<file path="config.mk">
export PLATFORM = sky130hd
export DESIGN_NAME = cra_top
export DESIGN_NICKNAME = d
export VERILOG_FILES = /design/src/core/cra_pkg.sv /design/src/core/cra_stream_if.sv /design/src/core/cra_col_ptr.sv /design/src/core/cra_merge.sv /design/src/core/cra_top.sv
export SDC_FILE = /design/constraint.sdc
export NUM_CORES = 2
export LEC_CHECK = 0
export BUFFER_PORTS_ARGS = -buffer_cell sky130_fd_sc_hd__buf_2
export CORE_MARGIN = 2
export CORE_UTILIZATION = 40
export CTS_CLUSTER_DIAMETER = 100
export DETAILED_ROUTE_END_ITERATION = 6
export PLACE_DENSITY = 0.62
export SLEW_MARGIN = 20
export SYNTH_ARGS = -nofsm -noshare
export SYNTH_HDL_FRONTEND = slang
export SYNTH_HIERARCHICAL = 1
export SYNTH_SLANG_ARGS = --single-unit
</file>
<file path="constraint.sdc">
create_clock -name clk_i -period 3.9 [get_ports clk_i]
set_clock_uncertainty 0.2 [all_clocks]
set_input_delay 0.585 -clock clk_i [delete_from_list [all_inputs] [get_ports clk_i]]
set_output_delay 0.585 -clock clk_i [all_outputs]
set_load 0.005 [all_outputs]
</file>
<file path="src/core/cra_pkg.sv">
// column readout addressing: shared constants, register map and types
// assumes a single 40 MHz system clock and an APB register slave
package cra_pkg;

   // ------------------------------------------------------------------
   // array geometry
   // ------------------------------------------------------------------
   localparam int unsigned NUM_STG = 640;  // pointer stages, two columns each
   localparam int unsigned COL_W   = 11;   // column index width
   localparam int unsigned STG_W   = 10;   // stage index width
   localparam int unsigned PIX_W   = 10;   // pixel sample width

   // ------------------------------------------------------------------
   // register map (byte addresses) and fields
   // ------------------------------------------------------------------
   localparam logic [11:0] REG_CTRL  = 12'h000;  // mode and swap controls
   localparam logic [11:0] REG_START = 12'h004;  // window start column
   localparam logic [11:0] REG_STOP  = 12'h008;  // window last column
   localparam logic [11:0] REG_STAT  = 12'h00C;  // busy flag and stage
   localparam int unsigned CTRL_SUB_BIT   = 0;   // sub-sampling enable
   localparam int unsigned CTRL_INNER_BIT = 1;   // column_inner_swap_bit
   localparam int unsigned CTRL_OUTER_BIT = 2;   // column_outer_swap_bit
   localparam int unsigned STAT_BUSY_BIT  = 0;   // row readout running
   localparam int unsigned STAT_STG_LSB   = 16;  // current stage field
   localparam logic [COL_W-1:0] START_RST = 11'h000;
   localparam logic [COL_W-1:0] STOP_RST  = 11'h4FF;

   // ------------------------------------------------------------------
   // pointer steps and column offsets per pattern {bus a, bus b}
   // ------------------------------------------------------------------
   localparam logic [STG_W:0] STEP_ONE  = 11'h001;
   localparam logic [STG_W:0] STEP_TWO  = 11'h002;
   localparam logic [3:0]     OFF_PLAIN = 4'h1;  // columns 0,1 of the pair
   localparam logic [3:0]     OFF_INNER = 4'h2;  // columns 0,2 of four
   localparam logic [3:0]     OFF_OUTER = 4'h7;  // columns 1,3 of four
   localparam logic [3:0]     OFF_BOTH  = 4'hB;  // columns 2,3 of four

   // sequencer states
   typedef enum logic [1:0] {
      ST_IDLE = 2'b00,
      ST_LOAD = 2'b01,
      ST_RUN  = 2'b10
   } cra_state_t;

endpackage : cra_pkg

</file>
<file path="src/core/cra_stream_if.sv">
// column readout addressing: link between the sequencer and the merger
// assumes both ends run on the one system clock
`timescale 1ns/100ps
`default_nettype none
interface cra_stream_if
   import cra_pkg::*;
();
   logic             run;       // column pair selected this cycle
   logic             phase;     // 0: bus a slot, 1: bus b slot
   logic [PIX_W-1:0] bus_a;     // even-column bus sample
   logic [PIX_W-1:0] bus_b;     // odd-column bus sample
   logic [COL_W-1:0] col_a;     // column on bus a
   logic [COL_W-1:0] col_b;     // column on bus b
   logic [PIX_W-1:0] pix_data;  // merged pixel
   logic [COL_W-1:0] pix_col;   // merged pixel column
   logic             pix_valid; // merged pixel valid

   modport core  (output run, phase, bus_a, bus_b, col_a, col_b,
                  input  pix_data, pix_col, pix_valid);
   modport merge (input  run, phase, bus_a, bus_b, col_a, col_b,
                  output pix_data, pix_col, pix_valid);
endinterface : cra_stream_if
`default_nettype wire

</file>
<file path="src/core/cra_col_ptr.sv">
// column readout addressing: one-hot column pointer with start decoder
// assumes load and shift come from the sequencer, never both at once
`timescale 1ns/100ps
`default_nettype none
module cra_col_ptr
   import cra_pkg::*;
(
   input  wire logic             clk_i,       // system clock
   input  wire logic             rst_n_i,     // sync reset, active low
   input  wire logic             load_i,      // start-load window
   input  wire logic [STG_W-1:0] start_stg_i, // decoded start stage
   input  wire logic             shift_i,     // half-rate shift enable
   input  wire logic             two_i,       // shift by two stages
   output logic                  active_o,    // a stage is still set
   output logic      [STG_W-1:0] stage_o      // index of the set stage
);
   logic [NUM_STG-1:0] ptr_r;    // one-hot pointer
   logic [NUM_STG-1:0] ptr_nxt;  // next pointer
   logic [STG_W-1:0]   stage_r;  // binary shadow of the pointer

   // ------------------------------------------------------------------
   // per-stage next value: decoder load, shift by one or by two
   // ------------------------------------------------------------------
   genvar k;
   for (k = 0; k < NUM_STG; k++) begin : g_stage
      logic prev1;  // stage one to the left
      logic prev2;  // stage two to the left
      if (k > 0) begin : g_p1
         assign prev1 = ptr_r[k-1];
      end else begin : g_z1
         assign prev1 = 1'b0;
      end
      if (k > 1) begin : g_p2
         assign prev2 = ptr_r[k-2];
      end else begin : g_z2
         assign prev2 = 1'b0;
      end
      // decoder sets only the start stage and clears the rest
      assign ptr_nxt[k] = load_i ? (start_stg_i == STG_W'(k)) :
                          shift_i ? (two_i ? prev2 : prev1) :
                          ptr_r[k];
   end

   // pointer register
   always_ff @(posedge clk_i) begin
      if (!rst_n_i) begin
         ptr_r <= '0;
      end else begin
         ptr_r <= ptr_nxt;
      end
   end

   // binary shadow follows the same load and shift
   always_ff @(posedge clk_i) begin
      if (!rst_n_i) begin
         stage_r <= '0;
      end else if (load_i) begin
         stage_r <= start_stg_i;
      end else if (shift_i) begin
         stage_r <= stage_r + (two_i ? STG_W'(STEP_TWO) : STG_W'(STEP_ONE));
      end
   end

   assign active_o = |ptr_r;
   assign stage_o  = stage_r;
endmodule : cra_col_ptr
`default_nettype wire

</file>
<file path="src/core/cra_merge.sv">
// column readout addressing: merges the two column buses into one stream
// assumes the sequencer presents bus a in phase 0 and bus b in phase 1
`timescale 1ns/100ps
`default_nettype none
module cra_merge
   import cra_pkg::*;
(
   input  wire logic   clk_i,   // system clock
   input  wire logic   rst_n_i, // sync reset, active low
   cra_stream_if.merge s        // sequencer side
);
   // ------------------------------------------------------------------
   // one pixel per system clock: bus a slot, then bus b slot
   // ------------------------------------------------------------------
   always_ff @(posedge clk_i) begin
      if (!rst_n_i) begin
         s.pix_data  <= '0;
         s.pix_col   <= '0;
         s.pix_valid <= 1'b0;
      end else if (s.run) begin
         s.pix_data  <= s.phase ? s.bus_b : s.bus_a;
         s.pix_col   <= s.phase ? s.col_b : s.col_a;
         s.pix_valid <= 1'b1;
      end else begin
         s.pix_valid <= 1'b0;                         // no pixel outside a row
      end
   end
endmodule : cra_merge
`default_nettype wire

</file>
<file path="src/core/cra_top.sv">
// column readout addressing: sequencer, APB registers and pixel stream
// assumes APB master on clk_i, column buses valid in the cycle the
// column pair is presented, and blank_end_i pulsed once per row
`timescale 1ns/100ps
`default_nettype none
module cra_top
   import cra_pkg::*;
(
   input  wire logic             clk_i,        // system clock, 40 MHz
   input  wire logic             rst_n_i,      // sync reset, active low
   input  wire logic             psel_i,       // APB select
   input  wire logic             penable_i,    // APB access phase
   input  wire logic             pwrite_i,     // APB write
   input  wire logic [11:0]      paddr_i,      // APB byte address
   input  wire logic [31:0]      pwdata_i,     // APB write data
   output logic      [31:0]      prdata_o,     // APB read data
   output logic                  pready_o,     // APB ready
   output logic                  pslverr_o,    // APB error
   input  wire logic             blank_end_i,  // end of row blanking
   input  wire logic [PIX_W-1:0] bus_a_i,      // even-column bus
   input  wire logic [PIX_W-1:0] bus_b_i,      // odd-column bus
   output logic                  sync_load_o,  // start-load control
   output logic                  col_en_o,     // column switches enabled
   output logic      [COL_W-1:0] col_a_o,      // column on bus a
   output logic      [COL_W-1:0] col_b_o,      // column on bus b
   output logic      [PIX_W-1:0] pix_data_o,   // pixel stream data
   output logic      [COL_W-1:0] pix_col_o,    // pixel stream column
   output logic                  pix_valid_o   // pixel stream valid
);
   // ------------------------------------------------------------------
   // declarations
   // ------------------------------------------------------------------
   logic             sub_r;        // sub-sampling enable
   logic             inner_r;      // column_inner_swap_bit
   logic             outer_r;      // column_outer_swap_bit
   logic [COL_W-1:0] start_col_r;  // window start column
   logic [COL_W-1:0] stop_col_r;   // window last column
   logic             cfg_sub_r;    // mode latched for the running row
   logic [3:0]       cfg_off_r;    // pattern offsets for the running row
   cra_state_t       state_r;      // sequencer state
   cra_state_t       state_nxt;    // next sequencer state
   logic             phase_r;      // half-rate divider phase
   logic             shift_en;     // pointer shift pulse
   logic             row_end;      // next shift leaves the window
   logic             ptr_active;   // pointer still inside the array
   logic [STG_W-1:0] stage;        // current pointer stage
   logic [STG_W:0]   stage_sum;    // stage after the next shift
   logic [COL_W-1:0] base_col;     // first column of the stage
   logic [3:0]       off_sel;      // offsets from the control bits
   logic             apb_acc;      // APB access phase
   logic             apb_wr;       // APB write strobe
   logic             addr_hit;     // address is mapped

   cra_stream_if s ();             // link to the merger

   // ------------------------------------------------------------------
   // APB slave: zero wait states, error on unmapped addresses
   // ------------------------------------------------------------------
   assign apb_acc   = psel_i && penable_i;
   assign apb_wr    = apb_acc && pwrite_i;
   assign addr_hit  = (paddr_i == REG_CTRL) || (paddr_i == REG_START) ||
                      (paddr_i == REG_STOP) || (paddr_i == REG_STAT);
   assign pready_o  = 1'b1;
   assign pslverr_o = apb_acc && !addr_hit;

   // control register
   always_ff @(posedge clk_i) begin
      if (!rst_n_i) begin
         sub_r   <= 1'b0;
         inner_r <= 1'b0;
         outer_r <= 1'b0;
      end else if (apb_wr && paddr_i == REG_CTRL) begin
         sub_r   <= pwdata_i[CTRL_SUB_BIT];
         inner_r <= pwdata_i[CTRL_INNER_BIT];
         outer_r <= pwdata_i[CTRL_OUTER_BIT];
      end
   end

   // window registers
   always_ff @(posedge clk_i) begin
      if (!rst_n_i) begin
         start_col_r <= START_RST;
         stop_col_r  <= STOP_RST;
      end else if (apb_wr) begin
         if (paddr_i == REG_START) begin
            start_col_r <= pwdata_i[COL_W-1:0];
         end
         if (paddr_i == REG_STOP) begin
            stop_col_r <= pwdata_i[COL_W-1:0];
         end
      end
   end

   // read mux, unused bits read as zero
   always_comb begin
      prdata_o = '0;
      case (paddr_i)
         REG_CTRL: begin
            prdata_o[CTRL_SUB_BIT]   = sub_r;
            prdata_o[CTRL_INNER_BIT] = inner_r;
            prdata_o[CTRL_OUTER_BIT] = outer_r;
         end
         REG_START: prdata_o[COL_W-1:0] = start_col_r;
         REG_STOP:  prdata_o[COL_W-1:0] = stop_col_r;
         REG_STAT: begin
            prdata_o[STAT_BUSY_BIT] = (state_r != ST_IDLE);
            prdata_o[STAT_STG_LSB +: STG_W] = stage;
         end
         default:   prdata_o = '0;
      endcase
   end

   // ------------------------------------------------------------------
   // sequencer: idle, one load cycle, then half-rate shifting
   // ------------------------------------------------------------------
   always_comb begin
      state_nxt = state_r;
      case (state_r)
         ST_IDLE: begin
            if (blank_end_i) begin
               state_nxt = ST_LOAD;
            end
         end
         ST_LOAD: begin
            state_nxt = ST_RUN;
         end
         ST_RUN: begin
            if (blank_end_i) begin
               state_nxt = ST_LOAD;  // new row restarts the pointer
            end else if (shift_en && row_end) begin
               state_nxt = ST_IDLE;  // window finished
            end
         end
         default: state_nxt = ST_IDLE;
      endcase
   end

   // state register
   always_ff @(posedge clk_i) begin
      if (!rst_n_i) begin
         state_r <= ST_IDLE;
      end else begin
         state_r <= state_nxt;
      end
   end

   // divider: shift on every second clock of a row
   always_ff @(posedge clk_i) begin
      if (!rst_n_i) begin
         phase_r <= 1'b0;
      end else if (state_r == ST_RUN) begin
         phase_r <= ~phase_r;
      end else begin
         phase_r <= 1'b0;
      end
   end
   assign shift_en = (state_r == ST_RUN) && phase_r;

   // pattern offsets picked from the control bits
   always_comb begin
      case ({sub_r, inner_r, outer_r})
         3'b110:  off_sel = OFF_INNER;
         3'b101:  off_sel = OFF_OUTER;
         3'b111:  off_sel = OFF_BOTH;
         default: off_sel = OFF_PLAIN;
      endcase
   end

   // mode is frozen at load so a row never changes pattern midway
   always_ff @(posedge clk_i) begin
      if (!rst_n_i) begin
         cfg_sub_r <= 1'b0;
         cfg_off_r <= OFF_PLAIN;
      end else if (state_r == ST_LOAD) begin
         cfg_sub_r <= sub_r;
         cfg_off_r <= off_sel;
      end
   end

   // ------------------------------------------------------------------
   // column pointer
   // ------------------------------------------------------------------
   cra_col_ptr u_ptr (
      .clk_i       (clk_i),
      .rst_n_i     (rst_n_i),
      .load_i      (state_r == ST_LOAD),
      .start_stg_i (start_col_r[COL_W-1:1]),
      .shift_i     (shift_en),
      .two_i       (cfg_sub_r),
      .active_o    (ptr_active),
      .stage_o     (stage)
   );

   // window end: next shift passes the stop stage, or the pointer has already left the array
   assign stage_sum = {1'b0, stage} + (cfg_sub_r ? STEP_TWO : STEP_ONE);
   assign row_end   = (stage_sum > {1'b0, stop_col_r[COL_W-1:1]}) ||
                      !ptr_active;

   // columns presented for the selected stage
   assign base_col = {stage, 1'b0};
   assign col_a_o  = base_col + COL_W'(cfg_off_r[3:2]);
   assign col_b_o  = base_col + COL_W'(cfg_off_r[1:0]);

   // switches open during load, closed while the row runs
   assign sync_load_o = (state_r == ST_LOAD);
   assign col_en_o    = (state_r == ST_RUN);

   // ------------------------------------------------------------------
   // stream merger
   // ------------------------------------------------------------------
   assign s.run   = (state_r == ST_RUN);
   assign s.phase = phase_r;
   assign s.bus_a = bus_a_i;
   assign s.bus_b = bus_b_i;
   assign s.col_a = col_a_o;
   assign s.col_b = col_b_o;

   cra_merge u_merge (
      .clk_i   (clk_i),
      .rst_n_i (rst_n_i),
      .s       (s)
   );

   assign pix_data_o  = s.pix_data;
   assign pix_col_o   = s.pix_col;
   assign pix_valid_o = s.pix_valid;
endmodule : cra_top
`default_nettype wire

</file>
==> results.yml <==
floorplan:
  die_y_um: 319
  io_pins: 150
  start_util: 0.403
  rows: 115
  chipWidth_um: 319
  core_area_um2: 98300
  dieArea_um2: 102000
place:
  gp_congestion: 0.805
  portBuffers: 116
  hpwl_mm: 65.7
  dp.cells: 6072
worst_setup_path:
  r2r_start: "cfg_sub_r"
  r2r_setup_slack_ps: 730
  arrival_ps: 2460
  startpoint_type: "flip-flop"
  regToRegEndpoint: "u_ptr/ptr_r[6]"
  endpoint_kind: "output pin"
  path_class: "flip-flop to output pin"
  worst-r2r-cell-count: 6
  path_max_fanout: 8
  required_ps: 3120
clock_tree:
  cts.sinks: 705
  cts_inserted_buffers: 79
  cts_resized: 0
  clkTransAtPathRegs_ps: 60
  htreeDepth: 3
  clock_latency_ps: 660
  clockBufferDepth: 3
  cts_tree: "done"
  cts-root-buf: "clkbuf_16"
  post-cts-setup-buffer-count: 0
global_routing:
  use_met1: 0.328
  track_usage: 0.233
  grt_pass1_wl_mm: 198
  use_met2: 0.372
  antenna_found_initial: 0
  grt_max_degree: 192
  grt_overflow_total: 0
  use_met3: 0.0323
  grt.busiest_layer: "met2"
  grt_pass1_vias: 34600
power:
  p_leak_nw: 14.9
  power.total_mw: 18.2
  clockPowerShare: 0.432
  pwr-share-seq: 0.453
  p_sw_frac: 0.277
  pwr-share-comb: 0.116
  power.density_nw_per_um2: 415
  internal-power_mw: 13.1
  p_switching_mw: 5.04
  ir_drop_mv: 0.354
final_layout:
  final_net_count: 4962
  antenna_cells: 0
  areaGrowthSynthToFinish_pct: 10.4
  seqCellArea_um2: 14100
  utilization: 0.445
  fillers: 9690
  final_layout_size_suffix_gt1_frac: 0.0860
  mostFrequentLayoutCells: "a21oi_1 (923), dfxtp_1 (704), mux2i_1 (687)"
  final_common_cell: "a21oi_1"
  final_cells: 6226
  multi_input_area_um2: 23300
routing:
  via_count: 37800
  wirelength_mm: 126
  via_per_inst: 6.08
  drt-initial-drc-count: 4167
  route.detailed.drc: 0
  drtAntennaViolNets: 0
  wire_per_inst_um: 20.2
  drt_first_pass_iters: 5
logic_synthesis:
  ys_seq_area_frac: 0.356
  netlist_area_um2: 39600
  synth_top_area_share: 0.356
  synth.distinct_cells: 60
  yosysWarnings: 6
  async_reset_ff_frac: 0
  yosysTopAreaCell: "dfxtp_1"
  ys.flop_type: "dfxtp_1"
  syn-instance-count: 5116
  synthTopCellsByArea: "dfxtp_1 (36%), mux2i_1 (17%), a21oi_1 (12%)"
  syn_area_per_cell_um2: 7.75
  synth_edf_count: 0
  ys_seq_elements: 705
sta:
  whs_ps: 33.3
  max_freq_mhz: 309
  worstMarginPinSlew_ps: 1150
  fin_crit_ps: 3240
  rsz0062_at_grt: "false"
  relSlewSlack: 0.231
  fin_crit_sh: 0.831
  setup-tns-final_ps: 0
  hold_viol_final: 0
  maxSlewViolCount: 0
  setup_viol: 0
outcome:
  status: "complete, no violations"
min_path:
  min_to: "start_col_r[7]"
  hold_path_depth: 3
  hold_start: "pwdata_i[7]"
  hold_path_class: "input port to flip-flop"
run:
  cap_violations: 0
[layer usage]
metal,part of all wire,vias to the layer above
met1,0.46,18300
met2,0.46,1177
li1,-,18200
met3,0.057,198
met5,0,-
met4,0.022,0
[critical path, cell delays in order (launching register included)]
cell and delay [ps]:
dfxtp_1 600, and3_1 350, nand3_1 160, or2_2 330, xnor2_1 200, buf_2 160
[sequential cells by signal, summed over array words and instances, names as in the netlist]
name / cells
state_r: 2
u_ptr/ptr_r: 640
sub_r: 1
outer_r: 1
u_merge/s.pix_col: 11
start_col_r: 11
cfg_off_r: 4
u_merge/s.pix_valid: 1
inner_r: 1
phase_r: 1
cfg_sub_r: 1
u_merge/s.pix_data: 10
u_ptr/stage_o: 10
stop_col_r: 11
[cell usage after synthesis, types with 15 or more instances]
library cell	n
a21oi_1	923
a31oi_1	383
and2_1	16
buf_1	15
buf_2	125
buf_4	18
clkbuf_1	408
dfxtp_1	705
ha_1	18
inv_1	17
mux2i_1	687
nand2_1	61
nand4_1	49
nor2_1	676
nor2b_1	25
nor4_1	174
o21ai_0	647
o21ai_1	18
xnor2_1	22
[repair_timing]
item	4_1_cts	5_1_grt
hold endpoints to repair	10	0
endpoints found under the setup margin	0	0
hold buffers	6	0
[cell type report]
class	count	share of cell area
Timing Repair Buffer	234	0.0452
Tap cell	1287	0.0368
Sequential cell	705	0.323
Inverter	20	0.00189
Multi-Input combinational cell	3832	0.532
Clock buffer	114	0.0535
Clock inverter	34	0.00846
[stage by stage]
step / setup WS (ps) / area [µm²]
5_1_grt: 536 / 43800
6_report: 659 / 43800
2_1_floorplan: 1180 / 39700
4_1_cts: 650 / 43800
3_3_place_gp: 842 / 41000
3_5_place_dp: 823 / 41000
[power groups by stage]
stage	sequential [mW]	clock [mW]	combinational [mW]
floorplan	8.20	0	1.63
global placement	8.35	0	2.04
detailed placement	8.35	0	2.07
CTS	8.20	7.96	2.09
global route	8.28	8.24	2.38
finish	8.22	7.84	2.10
[logic make-up (layout without fill, tap and decap cells)]
family          after synthesis  after routing  share of synthesized area
compound gates             2005           2005                      0.268
simple gates               1076           1076                      0.126
flops                       705            705                      0.356
mux                         687            687                      0.174
buf+inv                     589            402                     0.0625
xor+xnor                     32             32                    0.00707
fa+ha+maj                    20             20                    0.00669
other cells                   2             12                   0.000190
[worst max path at each step]
stage	end	start	slack, ps
floorplan	u_ptr/stage_o[6]	cfg_sub_r	1180
global route	col_b_o[7]	u_ptr/stage_o[4]	540
finish	col_b_o[8]	u_ptr/stage_o[4]	660
CTS	col_b_o[8]	u_ptr/stage_o[4]	650
detailed placement	u_ptr/ptr_r[631]	cfg_sub_r	820
global placement	u_ptr/ptr_r[581]	cfg_sub_r	840
Power figures use the tool's default switching activity.
